$ cat src/verilog/rtcaud_pkg.sv
// Purpose: Shared constants for the clock-chip control register bank.
// Assumes: Byte-wide registers reached over a two-wire serial bus.
// Notes:   Offsets are byte pointers of the serial register file.

// ==========================================================================
// Package
package rtcaud_pkg;
  // Register pointers.
  localparam logic [7:0] OFS_OSC_CTRL   = 8'h00;
  localparam logic [7:0] OFS_CAL_CTRL   = 8'h07;
  localparam logic [7:0] OFS_AUDIO_VOL  = 8'h08;
  localparam logic [7:0] OFS_TRICKLE    = 8'h09;
  localparam logic [7:0] OFS_HALT_FLAGS = 8'h0a;
  // Field positions.
  localparam int BIT_OSC_STOP    = 7;
  localparam int BIT_OUT_LEVEL   = 7;
  localparam int BIT_FREQ_TEST   = 6;
  localparam int BIT_CAL_SIGN    = 5;
  localparam int BIT_TONE_SEL    = 6;
  localparam int BIT_TONE_EN     = 5;
  localparam int BIT_MUTE        = 4;
  localparam int BIT_DIODE_BYP   = 6;
  localparam int BIT_TRICKLE_SW  = 5;
  localparam int BIT_UPDATE_HALT = 6;
  localparam int BIT_OSC_FAIL    = 2;
  // Power-up values, charger enable key and unmapped read value.
  localparam logic [3:0] TRICKLE_KEY_OFF = 4'ha;
  localparam logic [3:0] TRICKLE_KEY_ON  = 4'h5;
  localparam logic [3:0] GAIN_FIRST      = 4'h0;
  localparam logic [4:0] CAL_FIRST       = 5'h00;
  localparam logic [7:0] READ_ZERO       = 8'h00;
  // Gain law: dB = STEP * code + BASE.
  localparam logic signed [7:0] GAIN_STEP_DB = 8'sh03;
  localparam logic signed [7:0] GAIN_BASE_DB = -8'sh21;
  // Cycles allowed for the backup-status pin to settle after reset.
  // It must cover the three-flop synchroniser and the agreement stage.
  // Otherwise a later power-up would be taken for a first one.
  localparam logic [2:0] INIT_WAIT = 3'h5;
  // Serial slave states.
  typedef enum logic [3:0] {
    ST_IDLE, ST_ADDR, ST_ADDR_ACK, ST_PTR, ST_PTR_ACK,
    ST_WDATA, ST_WDATA_ACK, ST_RDATA, ST_RDATA_ACK
  } rtcaud_state_t;
endpackage

$ cat src/verilog/rtcaud_top.sv
// Purpose: Control register bank with audio volume, mute, tone and power-up state.
// Assumes: RST marks each power-up; BACKUP_VALID tells whether backup kept state.
// Notes:   Retained fields have no reset, like backup-powered storage.

`timescale 1ns/1ps

// Function
// - Volume code comes from bits 3..0 of the audio register at 0x08.
// - Volume codes map linearly, 3 dB steps, code 0 is -33 dB.
// - Bit 4 silences the audio regardless of volume code.
// - First power-up clears volume code and sets silence.
// - Later power-ups keep volume code but always set silence.
// - Tone insertion replaces input signal with 256 or 512 Hz tone.
// - Oscillator stop cleared on first power-up, kept afterwards.
// - Update halt set on every power-up; host clears it to resume.
// - Discrete output bit set on first power-up, kept afterwards.
// - Frequency test enable cleared on every power-up.
// - Oscillator fail flag set on first power-up, kept afterwards.
// - Every power-up clears trickle switch and bypass, key becomes hex A.
// - First power-up selects 512 Hz; every power-up clears tone insertion.
// - Calibration value and sign cleared first time, kept afterwards.
// - Bits with no given initial value are undefined after first power-up.
// - Calibration magnitude in bits 4..0 of 0x07, sign in bit 5.
module rtcaud_top #(
  parameter logic [6:0] DEV_ADDR = 7'h2a  // Bus address, arbitrary value.
) (
  input  wire logic              CLOCK,           // 100 MHz clock.
  input  wire logic              RST,             // Async power-up reset.
  input  wire logic              BACKUP_VALID,    // Retained state is valid.
  input  wire logic              OSC_FAIL_DETECT, // Oscillator stop pulse.
  input  wire logic              SCL_I,           // Serial clock in.
  input  wire logic              SDA_I,           // Serial data in.
  output logic                   SDA_O,           // Serial data out, always 0.
  output logic                   SDA_OE,          // Serial data pull-low enable.
  output logic                   OUT_O,           // Discrete pin level, always 0.
  output logic                   OUT_OE,          // Discrete pin pull-low enable.
  output logic [3:0]             VOLUME,          // Active volume code.
  output logic signed [7:0]      GAIN_DB,         // Gain in dB.
  output logic                   AUDIO_ENABLE,    // Audio driver on.
  output logic                   TONE_INSERT,     // Tone replaces input.
  output logic                   TONE_512,        // Tone is 512 Hz, else 256.
  output logic                   OSC_RUN,         // Oscillator running.
  output logic                   UPDATE_HALT,     // Buffer updates frozen.
  output logic                   FREQ_TEST_EN,    // Frequency test output on.
  output logic                   OSC_FAIL,        // Oscillator fail flag.
  output logic [5:0]             CAL_VALUE,       // Sign and magnitude.
  output logic                   TRICKLE_ON,      // Charger switch closed.
  output logic                   DIODE_BYPASS     // Diode bypass closed.
);
  import rtcaud_pkg::*;

  // ========================================================================
  // Register state
  logic        osc_stop, out_level, freq_test, cal_sign, tone_sel, tone_en, mute;
  logic        diode_bypass, trickle_switch, update_halt, osc_fail;
  logic [4:0]  cal;
  logic [3:0]  gain, trickle_key;
  logic        wr_stb;
  logic [7:0]  wr_addr, wr_data;

  function automatic logic signed [7:0] gain_db(input logic [3:0] code);
    gain_db = 8'(GAIN_STEP_DB * $signed({4'h0, code}) + GAIN_BASE_DB);
  endfunction

  function automatic logic [7:0] read_reg(input logic [7:0] a);
    unique case (a)
      OFS_OSC_CTRL:   read_reg = {osc_stop, 7'h00};
      OFS_CAL_CTRL:   read_reg = {out_level, freq_test, cal_sign, cal};
      OFS_AUDIO_VOL:  read_reg = {1'b0, tone_sel, tone_en, mute, gain};
      OFS_TRICKLE:    read_reg = {1'b0, diode_bypass, trickle_switch, 1'b0, trickle_key};
      OFS_HALT_FLAGS: read_reg = {1'b0, update_halt, 3'h0, osc_fail, 2'h0};
      default:        read_reg = READ_ZERO;
    endcase
  endfunction

  function automatic logic hit(input logic [7:0] a);
    hit = wr_stb && (wr_addr == a);
  endfunction

  // ========================================================================
  // Power-up sequencing
  // Three-stage synchroniser on the backup status; only stages 2 and 3 are used.
  logic [2:0] bk_sync;
  logic       backup_ok;
  logic [2:0] init_cnt;
  logic       init_done, init_stb;

  always_ff @(posedge CLOCK or posedge RST) begin
    if (RST) begin
      bk_sync <= 3'h0;
    end else begin
      bk_sync <= {bk_sync[1:0], BACKUP_VALID};
    end
  end

  // The level counts only once stages 2 and 3 agree.
  always_ff @(posedge CLOCK or posedge RST) begin
    if (RST) begin
      backup_ok <= 1'b0;
    end else if (bk_sync[1] == bk_sync[2]) begin
      backup_ok <= bk_sync[2];
    end
  end

  // Wait for the status to settle before deciding first or later power-up.
  always_ff @(posedge CLOCK or posedge RST) begin
    if (RST) begin
      init_cnt  <= 3'h0;
      init_done <= 1'b0;
    end else if (!init_done) begin
      init_cnt  <= 3'(init_cnt + 3'h1);
      init_done <= (init_cnt == INIT_WAIT);
    end
  end
  assign init_stb = !init_done && (init_cnt == INIT_WAIT);

  // ========================================================================
  // Fields forced on every power-up
  always_ff @(posedge CLOCK or posedge RST) begin
    if (RST) begin
      update_halt    <= 1'b1;
      freq_test      <= 1'b0;
      mute           <= 1'b1;
      tone_en        <= 1'b0;
      trickle_switch <= 1'b0;
      diode_bypass   <= 1'b0;
      trickle_key    <= TRICKLE_KEY_OFF;
    end else begin
      if (hit(OFS_HALT_FLAGS)) update_halt <= wr_data[BIT_UPDATE_HALT];
      if (hit(OFS_CAL_CTRL))   freq_test   <= wr_data[BIT_FREQ_TEST];
      if (hit(OFS_AUDIO_VOL)) begin
        mute    <= wr_data[BIT_MUTE];
        tone_en <= wr_data[BIT_TONE_EN];
      end
      if (hit(OFS_TRICKLE)) begin
        trickle_switch <= wr_data[BIT_TRICKLE_SW];
        diode_bypass   <= wr_data[BIT_DIODE_BYP];
        trickle_key    <= wr_data[3:0];
      end
    end
  end

  // Retained fields: no reset, loaded only on a first power-up or by writes.
  always_ff @(posedge CLOCK) begin
    if (init_stb && !backup_ok) begin
      osc_stop  <= 1'b0;
      out_level <= 1'b1;
      gain      <= GAIN_FIRST;
      tone_sel  <= 1'b1;
      cal       <= CAL_FIRST;
      cal_sign  <= 1'b0;
    end else begin
      if (hit(OFS_OSC_CTRL)) osc_stop <= wr_data[BIT_OSC_STOP];
      if (hit(OFS_CAL_CTRL)) begin
        out_level <= wr_data[BIT_OUT_LEVEL];
        cal_sign  <= wr_data[BIT_CAL_SIGN];
        cal       <= wr_data[4:0];
      end
      if (hit(OFS_AUDIO_VOL)) begin
        gain     <= wr_data[3:0];
        tone_sel <= wr_data[BIT_TONE_SEL];
      end
    end
  end

  // Hardware set beats a software clear arriving in the same cycle.
  always_ff @(posedge CLOCK) begin
    if ((init_stb && !backup_ok) || OSC_FAIL_DETECT) begin
      osc_fail <= 1'b1;
    end else if (hit(OFS_HALT_FLAGS)) begin
      osc_fail <= wr_data[BIT_OSC_FAIL];
    end
  end

  // ========================================================================
  // Outputs
  assign VOLUME       = gain;
  assign GAIN_DB      = gain_db(gain);
  assign AUDIO_ENABLE = !mute;
  assign TONE_INSERT  = tone_en;
  assign TONE_512     = tone_sel;
  assign OSC_RUN      = !osc_stop;
  assign UPDATE_HALT  = update_halt;
  assign FREQ_TEST_EN = freq_test;
  assign OSC_FAIL     = osc_fail;
  assign CAL_VALUE    = {cal_sign, cal};
  assign TRICKLE_ON   = trickle_switch && (trickle_key == TRICKLE_KEY_ON);
  assign DIODE_BYPASS = diode_bypass;
  assign OUT_O        = 1'b0;
  assign OUT_OE       = !out_level;
  assign SDA_O        = 1'b0;

  // ========================================================================
  // Serial slave
  // Three flops per line; a level is accepted once stages 2 and 3 agree.
  logic [2:0] scl_s, sda_s;
  logic       scl, sda, scl_q, sda_q;
  always_ff @(posedge CLOCK or posedge RST) begin
    if (RST) begin
      scl_s <= 3'h7;
      sda_s <= 3'h7;
      scl   <= 1'b1;
      sda   <= 1'b1;
      scl_q <= 1'b1;
      sda_q <= 1'b1;
    end else begin
      scl_s <= {scl_s[1:0], SCL_I};
      sda_s <= {sda_s[1:0], SDA_I};
      if (scl_s[1] == scl_s[2]) scl <= scl_s[2];
      if (sda_s[1] == sda_s[2]) sda <= sda_s[2];
      scl_q <= scl;
      sda_q <= sda;
    end
  end

  logic scl_rise, scl_fall, start_c, stop_c;
  assign scl_rise = scl && !scl_q;
  assign scl_fall = !scl && scl_q;
  assign start_c  = scl && scl_q && sda_q && !sda;
  assign stop_c   = scl && scl_q && !sda_q && sda;

  rtcaud_state_t state;
  logic [7:0]    sh, ptr;
  logic [3:0]    bitcnt;
  logic          nack;
  logic [7:0]    rd_byte;

  // Byte that a read would return from the current pointer.
  assign rd_byte = read_reg(ptr);

  // Bus protocol; register writes leave as a one-cycle strobe.
  always_ff @(posedge CLOCK or posedge RST) begin
    if (RST) begin
      state   <= ST_IDLE;
      sh      <= 8'h00;
      ptr     <= 8'h00;
      bitcnt  <= 4'h0;
      nack    <= 1'b0;
      SDA_OE  <= 1'b0;
      wr_stb  <= 1'b0;
      wr_addr <= 8'h00;
      wr_data <= 8'h00;
    end else begin
      wr_stb <= 1'b0;
      if (!init_done || stop_c) begin
        state  <= ST_IDLE;
        SDA_OE <= 1'b0;
      end else if (start_c) begin
        state  <= ST_ADDR;
        bitcnt <= 4'h0;
        SDA_OE <= 1'b0;
      end else if (scl_rise) begin
        unique case (state)
          ST_ADDR, ST_PTR, ST_WDATA: begin
            sh     <= {sh[6:0], sda};
            bitcnt <= 4'(bitcnt + 4'h1);
          end
          ST_RDATA:     bitcnt <= 4'(bitcnt + 4'h1);
          ST_RDATA_ACK: nack   <= sda;
          ST_IDLE, ST_ADDR_ACK, ST_PTR_ACK, ST_WDATA_ACK: ;
        endcase
      end else if (scl_fall) begin
        unique case (state)
          ST_IDLE: ;
          ST_ADDR: if (bitcnt == 4'h8) begin
            if (sh[7:1] == DEV_ADDR) begin
              state  <= ST_ADDR_ACK;
              nack   <= sh[0];
              SDA_OE <= 1'b1;
            end else begin
              state <= ST_IDLE;
            end
          end
          ST_PTR: if (bitcnt == 4'h8) begin
            ptr    <= sh;
            state  <= ST_PTR_ACK;
            SDA_OE <= 1'b1;
          end
          ST_WDATA: if (bitcnt == 4'h8) begin
            wr_stb  <= 1'b1;
            wr_addr <= ptr;
            wr_data <= sh;
            ptr     <= 8'(ptr + 8'h1);
            state   <= ST_WDATA_ACK;
            SDA_OE  <= 1'b1;
          end
          ST_ADDR_ACK, ST_RDATA_ACK: begin
            bitcnt <= 4'h0;
            if (state == ST_ADDR_ACK && !nack) begin
              state  <= ST_PTR;
              SDA_OE <= 1'b0;
            end else if (state == ST_RDATA_ACK && nack) begin
              state  <= ST_IDLE;
              SDA_OE <= 1'b0;
            end else begin
              // Load the addressed byte and drive its top bit.
              sh     <= rd_byte;
              SDA_OE <= !rd_byte[7];
              ptr    <= 8'(ptr + 8'h1);
              state  <= ST_RDATA;
            end
          end
          ST_PTR_ACK, ST_WDATA_ACK: begin
            bitcnt <= 4'h0;
            state  <= ST_WDATA;
            SDA_OE <= 1'b0;
          end
          ST_RDATA: if (bitcnt == 4'h8) begin
            state  <= ST_RDATA_ACK;
            SDA_OE <= 1'b0;
          end else begin
            sh     <= {sh[6:0], 1'b0};
            SDA_OE <= !sh[6];
          end
        endcase
      end
    end
  end

  // ========================================================================
  // Assertions
  AST_GAIN_MAP: assert property (@(posedge CLOCK) disable iff (RST)
    init_done |-> GAIN_DB == 8'(3 * int'(VOLUME) - 33))
    else $error("Gain does not follow the 3 dB law.");
  AST_MUTE_CUT: assert property (@(posedge CLOCK) disable iff (RST)
    hit(OFS_AUDIO_VOL) && wr_data[BIT_MUTE] |=> !AUDIO_ENABLE)
    else $error("Audio enabled while silenced.");
  AST_VOL_WRITE: assert property (@(posedge CLOCK) disable iff (RST)
    hit(OFS_AUDIO_VOL) |=> VOLUME == $past(wr_data[3:0]))
    else $error("Volume write not taken.");
  AST_CAL_WRITE: assert property (@(posedge CLOCK) disable iff (RST)
    hit(OFS_CAL_CTRL) |=> CAL_VALUE == $past(wr_data[5:0]))
    else $error("Calibration write not taken.");
  AST_FIRST_INIT: assert property (@(posedge CLOCK) disable iff (RST)
    init_stb && !backup_ok |=> VOLUME == 4'h0 && !AUDIO_ENABLE && OSC_RUN && !OUT_OE
      && OSC_FAIL && TONE_512 && CAL_VALUE == 6'h00)
    else $error("First power-up values wrong.");
  AST_LATER_KEEP: assert property (@(posedge CLOCK) disable iff (RST)
    init_stb && backup_ok |=> $stable(VOLUME) && $stable(CAL_VALUE) && $stable(TONE_512)
      && !AUDIO_ENABLE)
    else $error("Retained field changed on later power-up.");
  AST_ALWAYS_INIT: assert property (@(posedge CLOCK) disable iff (RST)
    init_stb |-> UPDATE_HALT && !FREQ_TEST_EN && !TONE_INSERT && !TRICKLE_ON
      && !DIODE_BYPASS && trickle_key == 4'ha)
    else $error("Power-up forced values wrong.");
  AST_TRICKLE: assert property (@(posedge CLOCK) disable iff (RST)
    TRICKLE_ON |-> trickle_switch && trickle_key == 4'h5)
    else $error("Charger closed without key.");
  AST_OF_SET: assert property (@(posedge CLOCK) disable iff (RST)
    OSC_FAIL_DETECT |=> OSC_FAIL)
    else $error("Oscillator fail flag not set.");
  AST_SETTLE: assert property (@(posedge CLOCK) disable iff (RST)
    init_stb |-> $past(bk_sync[2], 1) == backup_ok)
    else $error("Backup status not settled.");

  COV_FIRST: cover property (@(posedge CLOCK) disable iff (RST) init_stb && !backup_ok);
  COV_LATER: cover property (@(posedge CLOCK) disable iff (RST) init_stb && backup_ok);
  COV_VOLW:  cover property (@(posedge CLOCK) disable iff (RST) hit(OFS_AUDIO_VOL));
  COV_READ:  cover property (@(posedge CLOCK) disable iff (RST) state == ST_RDATA_ACK);
endmodule // rtcaud_top
$ cat config.mk
export PLATFORM = sky130hd
export DESIGN_NAME = rtcaud_top
export DESIGN_NICKNAME = d
export VERILOG_FILES = /design/src/verilog/rtcaud_pkg.sv /design/src/verilog/rtcaud_top.sv
export SDC_FILE = /design/constraint.sdc
export NUM_CORES = 1
export LEC_CHECK = 0
export ABC_AREA = 1
export BUFFER_PORTS_ARGS = -buffer_cell sky130_fd_sc_hd__buf_4
export CORE_MARGIN = 10
export CORE_UTILIZATION = 55
export CTS_BUF_LIST = sky130_fd_sc_hd__clkbuf_2
export CTS_CLUSTER_DIAMETER = 30
export DETAILED_ROUTE_END_ITERATION = 6
export GPL_ROUTABILITY_DRIVEN = 0
export PLACE_DENSITY = 0.81
export SYNTH_ARGS = -nofsm -noshare
export SYNTH_HDL_FRONTEND = slang
export SYNTH_SLANG_ARGS = --single-unit
export TNS_END_PERCENT = 30
$ cat constraint.sdc
create_clock -name CLOCK -period 6.66 [get_ports CLOCK]
set_input_delay 0.999 -clock CLOCK [delete_from_list [all_inputs] [get_ports CLOCK]]
set_output_delay 0.999 -clock CLOCK [all_outputs]
set_load 0.1 [all_outputs]
* Word level (Yosys, flattened, before mapping)
Cells that the tools add are included.
** Storage, ports and cells
- Bits in registers :: 85
- Input port bits :: 6
- Output and inout port bits :: 31
- Word-level logic and storage cells :: 192
** Cells by class
- $mul :: 1
- Add/sub/neg operators :: 4
- Equality and inequality tests :: 40
- Muxes and demuxes :: 54
- Reductions and logical operators :: 57
- Bitwise logic cells :: 3
** Operators by type and width (count)
- 8-bit two-way mux :: 10
- 4-bit two-way mux :: 13
- 8-bit by 4-bit == test with 1-bit output, second input constant :: 6
- 8-bit one-hot mux with 5 select lines :: 1
- 4-bit one-hot mux with 6 select lines :: 1
- 8-bit one-hot mux with 3 select lines :: 1
- 1-bit two-way mux :: 23
- 4-bit by 3-bit == test with 1-bit output, second input constant :: 5
- 4-bit != test, second input constant :: 5
- 1-bit logical AND :: 17
- 8-bit by 3-bit == test with 1-bit output, second input constant :: 2
- 8-bit zero test :: 2
- 8-bit one-hot mux with 2 select lines :: 1
- 3-bit nonzero test :: 5
- 7-bit AND reduction :: 2
- 1-bit zero test :: 12
- 6-bit AND reduction :: 2
- 3-bit != test, second input constant :: 3
- 9-bit AND reduction :: 1
- 7-bit by 7-bit adder with 8-bit output, second input constant :: 1
- 8-bit by 1-bit adder with 8-bit output, second input constant :: 1
- 4-bit by 2-bit == test with 1-bit output, second input constant :: 2
- 4-bit == test, second input constant :: 2
- 2-bit != test, second input constant :: 4
- other kinds (24) :: 37

* Longest topological paths before layout
Gate-level depths: netlist (run 1).
- Depth in word-level cells :: 10
- Mapped depth :: 11
- Gate-level depth less buffers :: 11

* Worst setup path before layout (run 1)
No wires, ideal clock.
- Path type :: reg-to-output
- Start point :: register gain[0] (netlist: VOLUME[0])
- End point :: output port GAIN_DB[5]
- Data required time :: 5.661 ns
- Setup slack :: 1.541 ns
- Arrival time :: 4.120 ns
- Cell stages (with the launch flop) :: 8
- Path through :: dfxtp_1 > inv_1 > ha_1 > nor2_1 > nand2_1 > nor2_1 > nand2_1 > xor2_1
** Between the ends
- Word-level cells in the longest chain between the ends :: 2
** RTL lines
- start: declaration :: RTL line rtcaud_top.sv:57 : logic [3:0] gain, trickle_key;
- start signal: assignment :: RTL line rtcaud_top.sv:160 : gain <= wr_data[3:0];
- 2-bit by 4-bit multiplier with 6-bit output :: RTL line rtcaud_top.sv:62 : gain_db = 8'(GAIN_STEP_DB * $signed({4'h0, code}) + GAIN_BASE_DB);
- 7-bit by 7-bit adder with 8-bit output :: RTL line rtcaud_top.sv:62
- end: declaration :: RTL line rtcaud_top.sv:38 : output logic signed [7:0] GAIN_DB,
Every way passes these cells.

* Final worst setup path (run 1)
- Start point :: register gain[0] (netlist: VOLUME[0])
- End point :: output port GAIN_DB[4]
Same word-level chain as after synthesis.

==> results by group, run 1 <==
Drt
  – WL final: 10,400 um
  – Vias per inst: 5.35
  – Via count: 3,951
  – Drt initial violations: 312
  – First drt pass iteration count: 5
  – Wire per inst: 14.0 um
  – Antenna violation net count after detailed routing: 0
  – DRC: 0

Floorplan
  – Die Y: 112 um
  – Row Count: 33
  – # IOs: 37
  – Core box area: 0.00818 mm2
  – Die Area: 0.0125 mm2
  – Starting density of the core: 56.5%
  – Die width: 112 um

Critical path
  – Data required, critical path: 5.66 ns
  – Crit path DAT: 2.84 ns
  – CP cell instances: ha_1, fa_1, xor2_1, inv_1, or2_2, nor2_1, xnor2_1, buf_4
  – Crit Path Class: reg2out
  – Slowest cell on the critical path: dfxtp_1
  – Crit. End Element: primary output
  – Critical path peak fanout: 6
  – Max incr delay on CP: 0.44 ns
  – CP Launch Type: register

Yosys
  – Post-Syn Area per Cell: 7.79 um2
  – Flops & latches, synth: 85
  – Synth Warn #: 0
  – Area contributors post-synth: dfrtp_1 (31%), nand2_1 (14%), dfstp_2 (8.0%), dfxtp_1 (6.1%), o21ai_0 (5.4%)
  – Area leader, netlist: dfrtp_1
  – Mapped cell area: 0.00462 mm2
  – Synth top area share: 30.9%
  – Synth Flop Type: dfrtp_1
  – Synth async-reset ratio: 83.5%
  – Mapped Cells: 593
  – Synth cell types: 42
  – Sequential fraction of the synthesis area: 44.9%
  – Number of enable flip-flop cells after synthesis: 0

CTS
  – CTS tree: built
  – Clk sink count: 85
  – Post-CTS Resized: 0
  – Clk root buf: clkbuf_2
  – Postcts setup bufs: 0
  – Post-CTS Hold Fix Bufs: 0
  – Max Root-Sink Buffers: 2
  – TritonCTS Buffers: 9
  – H-Tree Depth: 3
  – Clk pin slew, worst setup/hold paths: 0.25 ns
  – Clk_lat worst skew: 0.53 ns

Power and ir drop
  – Seq pwr share: 48.0%
  – Clk pwr share: 25.3%
  – Leak: 2.47 nW
  – Sw frac: 37.8%
  – Gate power share: 26.7%
  – VDD IR max: 0.000157 V
  – Pint: 0.756 mW
  – Total power per unit cell area: 239 mW/mm2
  – Net Sw Power: 0.459 mW

Finish
  – Nets: 655
  – Layout cells sized above 1: 15.5%
  – Synth-to-Final Area Change: 10.2%
  – Diodes inserted: 0

GRT
  – Pin count of the biggest net entering global routing: 72
  – Met2 Use GR: 28.0%
  – Vias in the first global route: 3,890
  – Met1 Usage GRT: 20.3%
  – GRT Total Usage: 16.8%
  – Global routing usage on met3: 3.76%
  – Layer with the highest usage: met2
  – First-pass GRT wire length: 17,900 um
  – Antenna violations before repair: 0
  – Remaining Overflow, GRT: 0

Timing
  – Max Fclk: 261 MHz
  – Slew Viols, Final: 0
  – Max Clock Skew: 0.0362 ns
  – Hold Slack: 0.373 ns
  – Setup TNS Final: 0 ns
  – Slew headroom: 21.2%
  – Actual slew at the worst max-slew pin: 1.17 ns
  – Final period utilization: 57.6%
  – RSZ-0062 raised after global routing: no
  – Crit path time final: 3.84 ns
  – Setup-failing EPs final: 0
  – Final Hold Viols: 0

Job
  – Maxcap violations: 0

Placement
  – Port Buf Inserts: 34
  – HPWL after detailed placement: 7790 um

Worst hold path
  – Hold Crit Class: reg2reg

Outcome
  – Outcome: finished clean
[area by class of cell]
class | count | area, um2
Fill cell | 725 | 3090
Multi-Input combinational cell | 428 | 2220
Sequential cell | 85 | 2070
Timing Repair Buffer | 35 | 263
Inverter | 70 | 263
Tap cell | 105 | 131
Clock inverter | 6 | 86.3
Clock buffer | 10 | 50.0
[critical path: cells and delay by family, from the launching register on]
| family | cells | cell delay, ns |
|---|---|---|
| adder cells (fa/ha/maj) | 2 | 0.67 |
| flip-flops | 1 | 0.44 |
| AND/OR/NAND/NOR | 2 | 0.41 |
| buffers and inverters | 2 | 0.40 |
| XOR/XNOR | 2 | 0.38 |
[path summary, 6_finish.rpt]
kind | to | cells after the start | slack (ns) | start
setup / recovery | GAIN_DB[4] | 8 | 2.82 | VOLUME[0]
hold / removal | sda_s[1] | 0 | 0.37 | sda_s[0]
setup reg to reg | wr_addr[4] | 6 | 3.98 | bitcnt[0]
hold reg to reg | sda_s[1] | 0 | 0.37 | sda_s[0]
max in group asynchronous | sh[1] | 3 | 5.37 | RST
min in group asynchronous | bitcnt[3] | 3 | 0.69 | RST
[power by group through the flow]
| stage | Combinational [mW] | Sequential, mW | Clock [mW] |
|---|---|---|---|
| 4_1_cts | 0.326 | 0.583 | 0.314 |
| 3_3_place_gp | 0.317 | 0.590 | 0 |
| 3_5_place_dp | 0.325 | 0.592 | 0 |
| 6_report | 0.324 | 0.583 | 0.308 |
| 5_1_grt | 0.354 | 0.590 | 0.334 |
| 2_1_floorplan | 0.222 | 0.624 | 0 |
[placed cells by master, fill, tap and decap left out, drive strengths merged, types with 4 or more instances in the layout]
| cell type | synthesis | layout |
|---|---|---|
| ha | 19 | 19 |
| nand2 | 176 | 176 |
| a21oi | 13 | 13 |
| clkbuf | 5 | 10 |
| nand4 | 5 | 5 |
| o211ai | 4 | 4 |
| xor2 | 11 | 11 |
| o21ai | 55 | 55 |
| dfrtp | 57 | 57 |
| xnor2 | 4 | 4 |
| nand3 | 42 | 42 |
| inv | 69 | 70 |
| a211oi | 5 | 5 |
| dfstp | 14 | 14 |
| nor3 | 6 | 6 |
| nor2 | 72 | 72 |
| dfxtp | 14 | 14 |
| buf | 6 | 35 |
[registers in the layout, summed over array words and instances (netlist names), 4 cells and up]
register	flops
trickle_key	4
cal	5
wr_data	8
wr_addr	8
VOLUME	4
state	4
ptr	8
sh	8
bitcnt	4
[per-layer routing]
metal,up-vias,share of wire (%)
met5,-,0
met2,138,48
li1,1957,-
met3,20,6.5
met4,0,2.1
met1,1836,43
[per-stage QoR]
step                      power, mW  instances  area, um2  utilization [%]  worst slack (ns)
after floorplan               0.845        594       4620                -              1.54
after global placement        0.907        723       4950             60.6              3.55
after detailed placement      0.917        723       4950             60.6              3.44
after CTS                      1.22        739       5090             62.3              2.78
after global routing           1.28        739       5090             62.3              2.65
final                          1.22        739       5090             62.3              2.82
[synthesized netlist by cell type (6+ instances only)]
cell,instances
nand2_1,168
inv_1,64
nor2_1,62
dfrtp_1,57
o21ai_0,50
nand3_1,41
ha_1,19
dfstp_2,14
dfxtp_1,14
a21oi_1,13
xor2_1,11
nor2_2,7
nand2_2,6
[cells by family (layout without fill, tap and decap cells)]
| kind of cell | count (synthesis) | in the layout | share of synthesized area [%] |
|---|---|---|---|
| buf+inv | 81 | 121 | 7.04 |
| fa+ha+maj | 23 | 23 | 6.23 |
| compound gates | 81 | 81 | 10.0 |
| simple gates | 307 | 307 | 28.9 |
| xor+xnor | 15 | 15 | 2.84 |
| flops | 85 | 85 | 44.9 |
| other cells | 1 | 2 | 0.0812 |
Note: power is estimated with default switching activity, not from simulation.
==> run 2, diff against run 1 <==
--- a/config.mk
+++ b/config.mk
@@ -13,7 +13,7 @@
 export CTS_CLUSTER_DIAMETER = 30
 export DETAILED_ROUTE_END_ITERATION = 6
 export GPL_ROUTABILITY_DRIVEN = 0
-export PLACE_DENSITY = 0.81
+export PLACE_DENSITY = 0.84
 export SYNTH_ARGS = -nofsm -noshare
 export SYNTH_HDL_FRONTEND = slang
 export SYNTH_SLANG_ARGS = --single-unit
==> constraint.sdc (replaced) <==
create_clock -name CLOCK -period 3.5 [get_ports CLOCK]
set_input_delay 0.525 -clock CLOCK [delete_from_list [all_inputs] [get_ports CLOCK]]
set_output_delay 0.525 -clock CLOCK [all_outputs]
set_load 0.1 [all_outputs]
==> run 2 against run 1 <==
Sequential power up 90%. Sequential share of layout area down 0.33 points. Largest power group unchanged. Critical endpoint unchanged. Combinational power up 98%. Global-route usage decreased by 0.17 points. Critical path depth did not move. Flip-flop and latch count is the same. Die area unchanged.
==> results by group, run 2 (same netlist as run 1, synthesis figures left out) <==
Outcome
  – Outcome: finished clean

Floorplan
  – Die Y: 112 um (unchanged)
  – Die Area: 0.0125 mm2 (unchanged)
  – # IOs: 37 (unchanged)
  – Row Count: 33 (unchanged)
  – Die width: 112 um (unchanged)
  – Starting density of the core: 56.5% (unchanged)
  – Core box area: 0.00818 mm2 (unchanged)

Power and ir drop
  – VDD IR max: 0.000266 V (+70%)
  – Gate power share: 29.0% (+2.3 points)
  – Leak: 2.48 nW (+0.36%)
  – Net Sw Power: 0.905 mW (+97%)
  – Total power per unit cell area: 433 mW/mm2 (+81%)
  – Clk pwr share: 21.1% (-4.2 points)
  – Seq pwr share: 49.9% (+1.9 points)
  – Pint: 1.32 mW (+74%)
  – Sw frac: 40.7% (+2.9 points)

Critical path
  – Crit. End Element: primary output
  – Crit Path Class: reg2out
  – CP Launch Type: register
  – Critical path peak fanout: 6 (unchanged)
  – Data required, critical path: 2.97 ns (-2.69 ns)
  – Crit path DAT: 2.82 ns (-0.02 ns)

GRT
  – Remaining Overflow, GRT: 0 (unchanged)
  – Pin count of the biggest net entering global routing: 33 (-54%)
  – GRT Total Usage: 16.6% (-0.17 points)
  – Vias in the first global route: 3,905 (+0.39%)
  – First-pass GRT wire length: 18,000 um (+0.54%)
  – Antenna violations before repair: 0 (unchanged)

Drt
  – WL final: 10,300 um (-0.94%)
  – Vias per inst: 5.40 (+1.1%)
  – First drt pass iteration count: 5 (unchanged)
  – Wire per inst: 13.8 um (-1.3%)
  – Antenna violation net count after detailed routing: 0 (unchanged)
  – Drt initial violations: 282 (-9.6%)
  – Via count: 4,010 (+1.5%)
  – DRC: 0 (unchanged)

Finish
  – Post-layout util: 62.8% (+0.58 points)
  – Reg area: 0.00208 mm2 (+0.12%)
  – Most frequent cells in the layout: nand2_1 (168), inv_1 (63), nor2_1 (62), dfrtp_1 (57), o21ai_0 (50)
  – Synth-to-Final Area Change: 11.2%
  – Filler cell count: 726 (+0.14%)
  – Layout cells sized above 1: 16.8% (+1.3 points)
  – Diodes inserted: 0 (unchanged)
  – Commonest non-fill, non-tap cell in the layout: nand2_1
  – Multi-input gate area: 0.00228 mm2 (+2.5%)
  – Final std cells w/o fill: 742 (+0.41%)
  – Final Cell Area: 0.00514 mm2 (+0.93%)
  – Nets: 658 (+0.46%)

Placement
  – Post-Place Cell Area: 0.00502 mm2 (+1.3%)
  – Port Buf Inserts: 34 (unchanged)
  – Placed cells: 725 (+0.28%)
  – HPWL after detailed placement: 7920 um (+1.7%)

Timing
  – Final period utilization: 95.5%
  – Hold Slack: 0.0584 ns (-0.315 ns)
  – Max Clock Skew: 0.0327 ns (-0.00353 ns)
  – Slew headroom: 21.0% (-0.18 points)
  – Crit path time final: 3.34 ns
  – RSZ-0062 raised after global routing: no
  – Final Hold Viols: 0 (unchanged)
  – Setup-failing EPs final: 0 (unchanged)
  – Slew Viols, Final: 0 (unchanged)
  – Actual slew at the worst max-slew pin: 1.18 ns (+0.00261 ns)
  – Max Fclk: 299 MHz

CTS
  – Clk pin slew, worst setup/hold paths: 0.25 ns (about the same)
  – Clk sink count: 85 (unchanged)
  – Clk_lat worst skew: 0.56 ns (+0.03 ns)
  – Clk root buf: clkbuf_2
  – H-Tree Depth: 3 (unchanged)
  – CTS tree: built
  – Postcts setup bufs: 0 (unchanged)
  – Max Root-Sink Buffers: 2 (unchanged)
  – TritonCTS Buffers: 9 (unchanged)

Worst hold path
  – Hold Crit Class: in2reg

Job
  – Maxcap violations: 0 (unchanged)
## run 2: worst max-delay path: stages, from the launching register on
cell	delay, ns
dfxtp_1	0.43
ha_1	0.24
fa_1	0.44
xor2_2	0.24
inv_1	0.07
or2_2	0.28
nor2_1	0.18
xnor2_2	0.15
buf_6	0.24
## run 2: per-layer routing
layer / up-vias / GRT usage, % / part of all wire [%]
met5: - / 0 / 0
met4: 0 / 4.80 / 1.9
met3: 21 / 3.81 / 6.3
met2: 130 / 28.6 / 48
met1: 1886 / 20.2 / 44
li1: 1973 / - / -
## run 2: final timing paths
kind / startpoint / endpoint / slack, ns / cells past startpoint
min in group asynchronous: RST / ptr[0] / 0.55 / 3
max reg2reg: bitcnt[0] / wr_data[6] / 0.92 / 6
min reg2reg: scl_s[0] / scl_s[1] / 0.37 / 0
max in group asynchronous: RST / mute / 2.13 / 4
min: BACKUP_VALID / bk_sync[0] / 0.06 / 1
max: VOLUME[1] / GAIN_DB[4] / 0.16 / 8
## run 2: timing repair
action                     in CTS  in global routing
setup endpoints to repair       0                  2
resized for setup               0                  3
hold buffers                    1                  0
hold endpoints to repair        1                  0
## run 2: cell type report
| class | count | share of cell area [%] |
|---|---|---|
| timing repair buffer | 38 | 5.67 |
| clock inverter | 6 | 0.925 |
| inverter | 70 | 5.11 |
| multi-input combinational | 428 | 44.3 |
| clock buffer | 10 | 0.974 |
| tap | 105 | 2.56 |
| sequential | 85 | 40.4 |
## run 2: per-stage QoR
step	setup TNS, ns	worst slack, ns	power (mW)
3_5_place_dp	0	0.640	1.76
6_report	0	0.159	2.22
5_1_grt	0	0.00102	2.32
3_3_place_gp	0	0.757	1.74
4_1_cts	0	0.0145	2.23
2_1_floorplan	-0.0112	-0.0112	1.62
## run 2: power groups by stage
stage / registers, mW / clock network (mW) / logic (mW)
finish: 1.11 / 0.470 / 0.643
global route: 1.12 / 0.507 / 0.698
CTS: 1.11 / 0.477 / 0.641
detailed placement: 1.12 / 0 / 0.638
global placement: 1.12 / 0 / 0.619
floorplan: 1.19 / 0 / 0.436
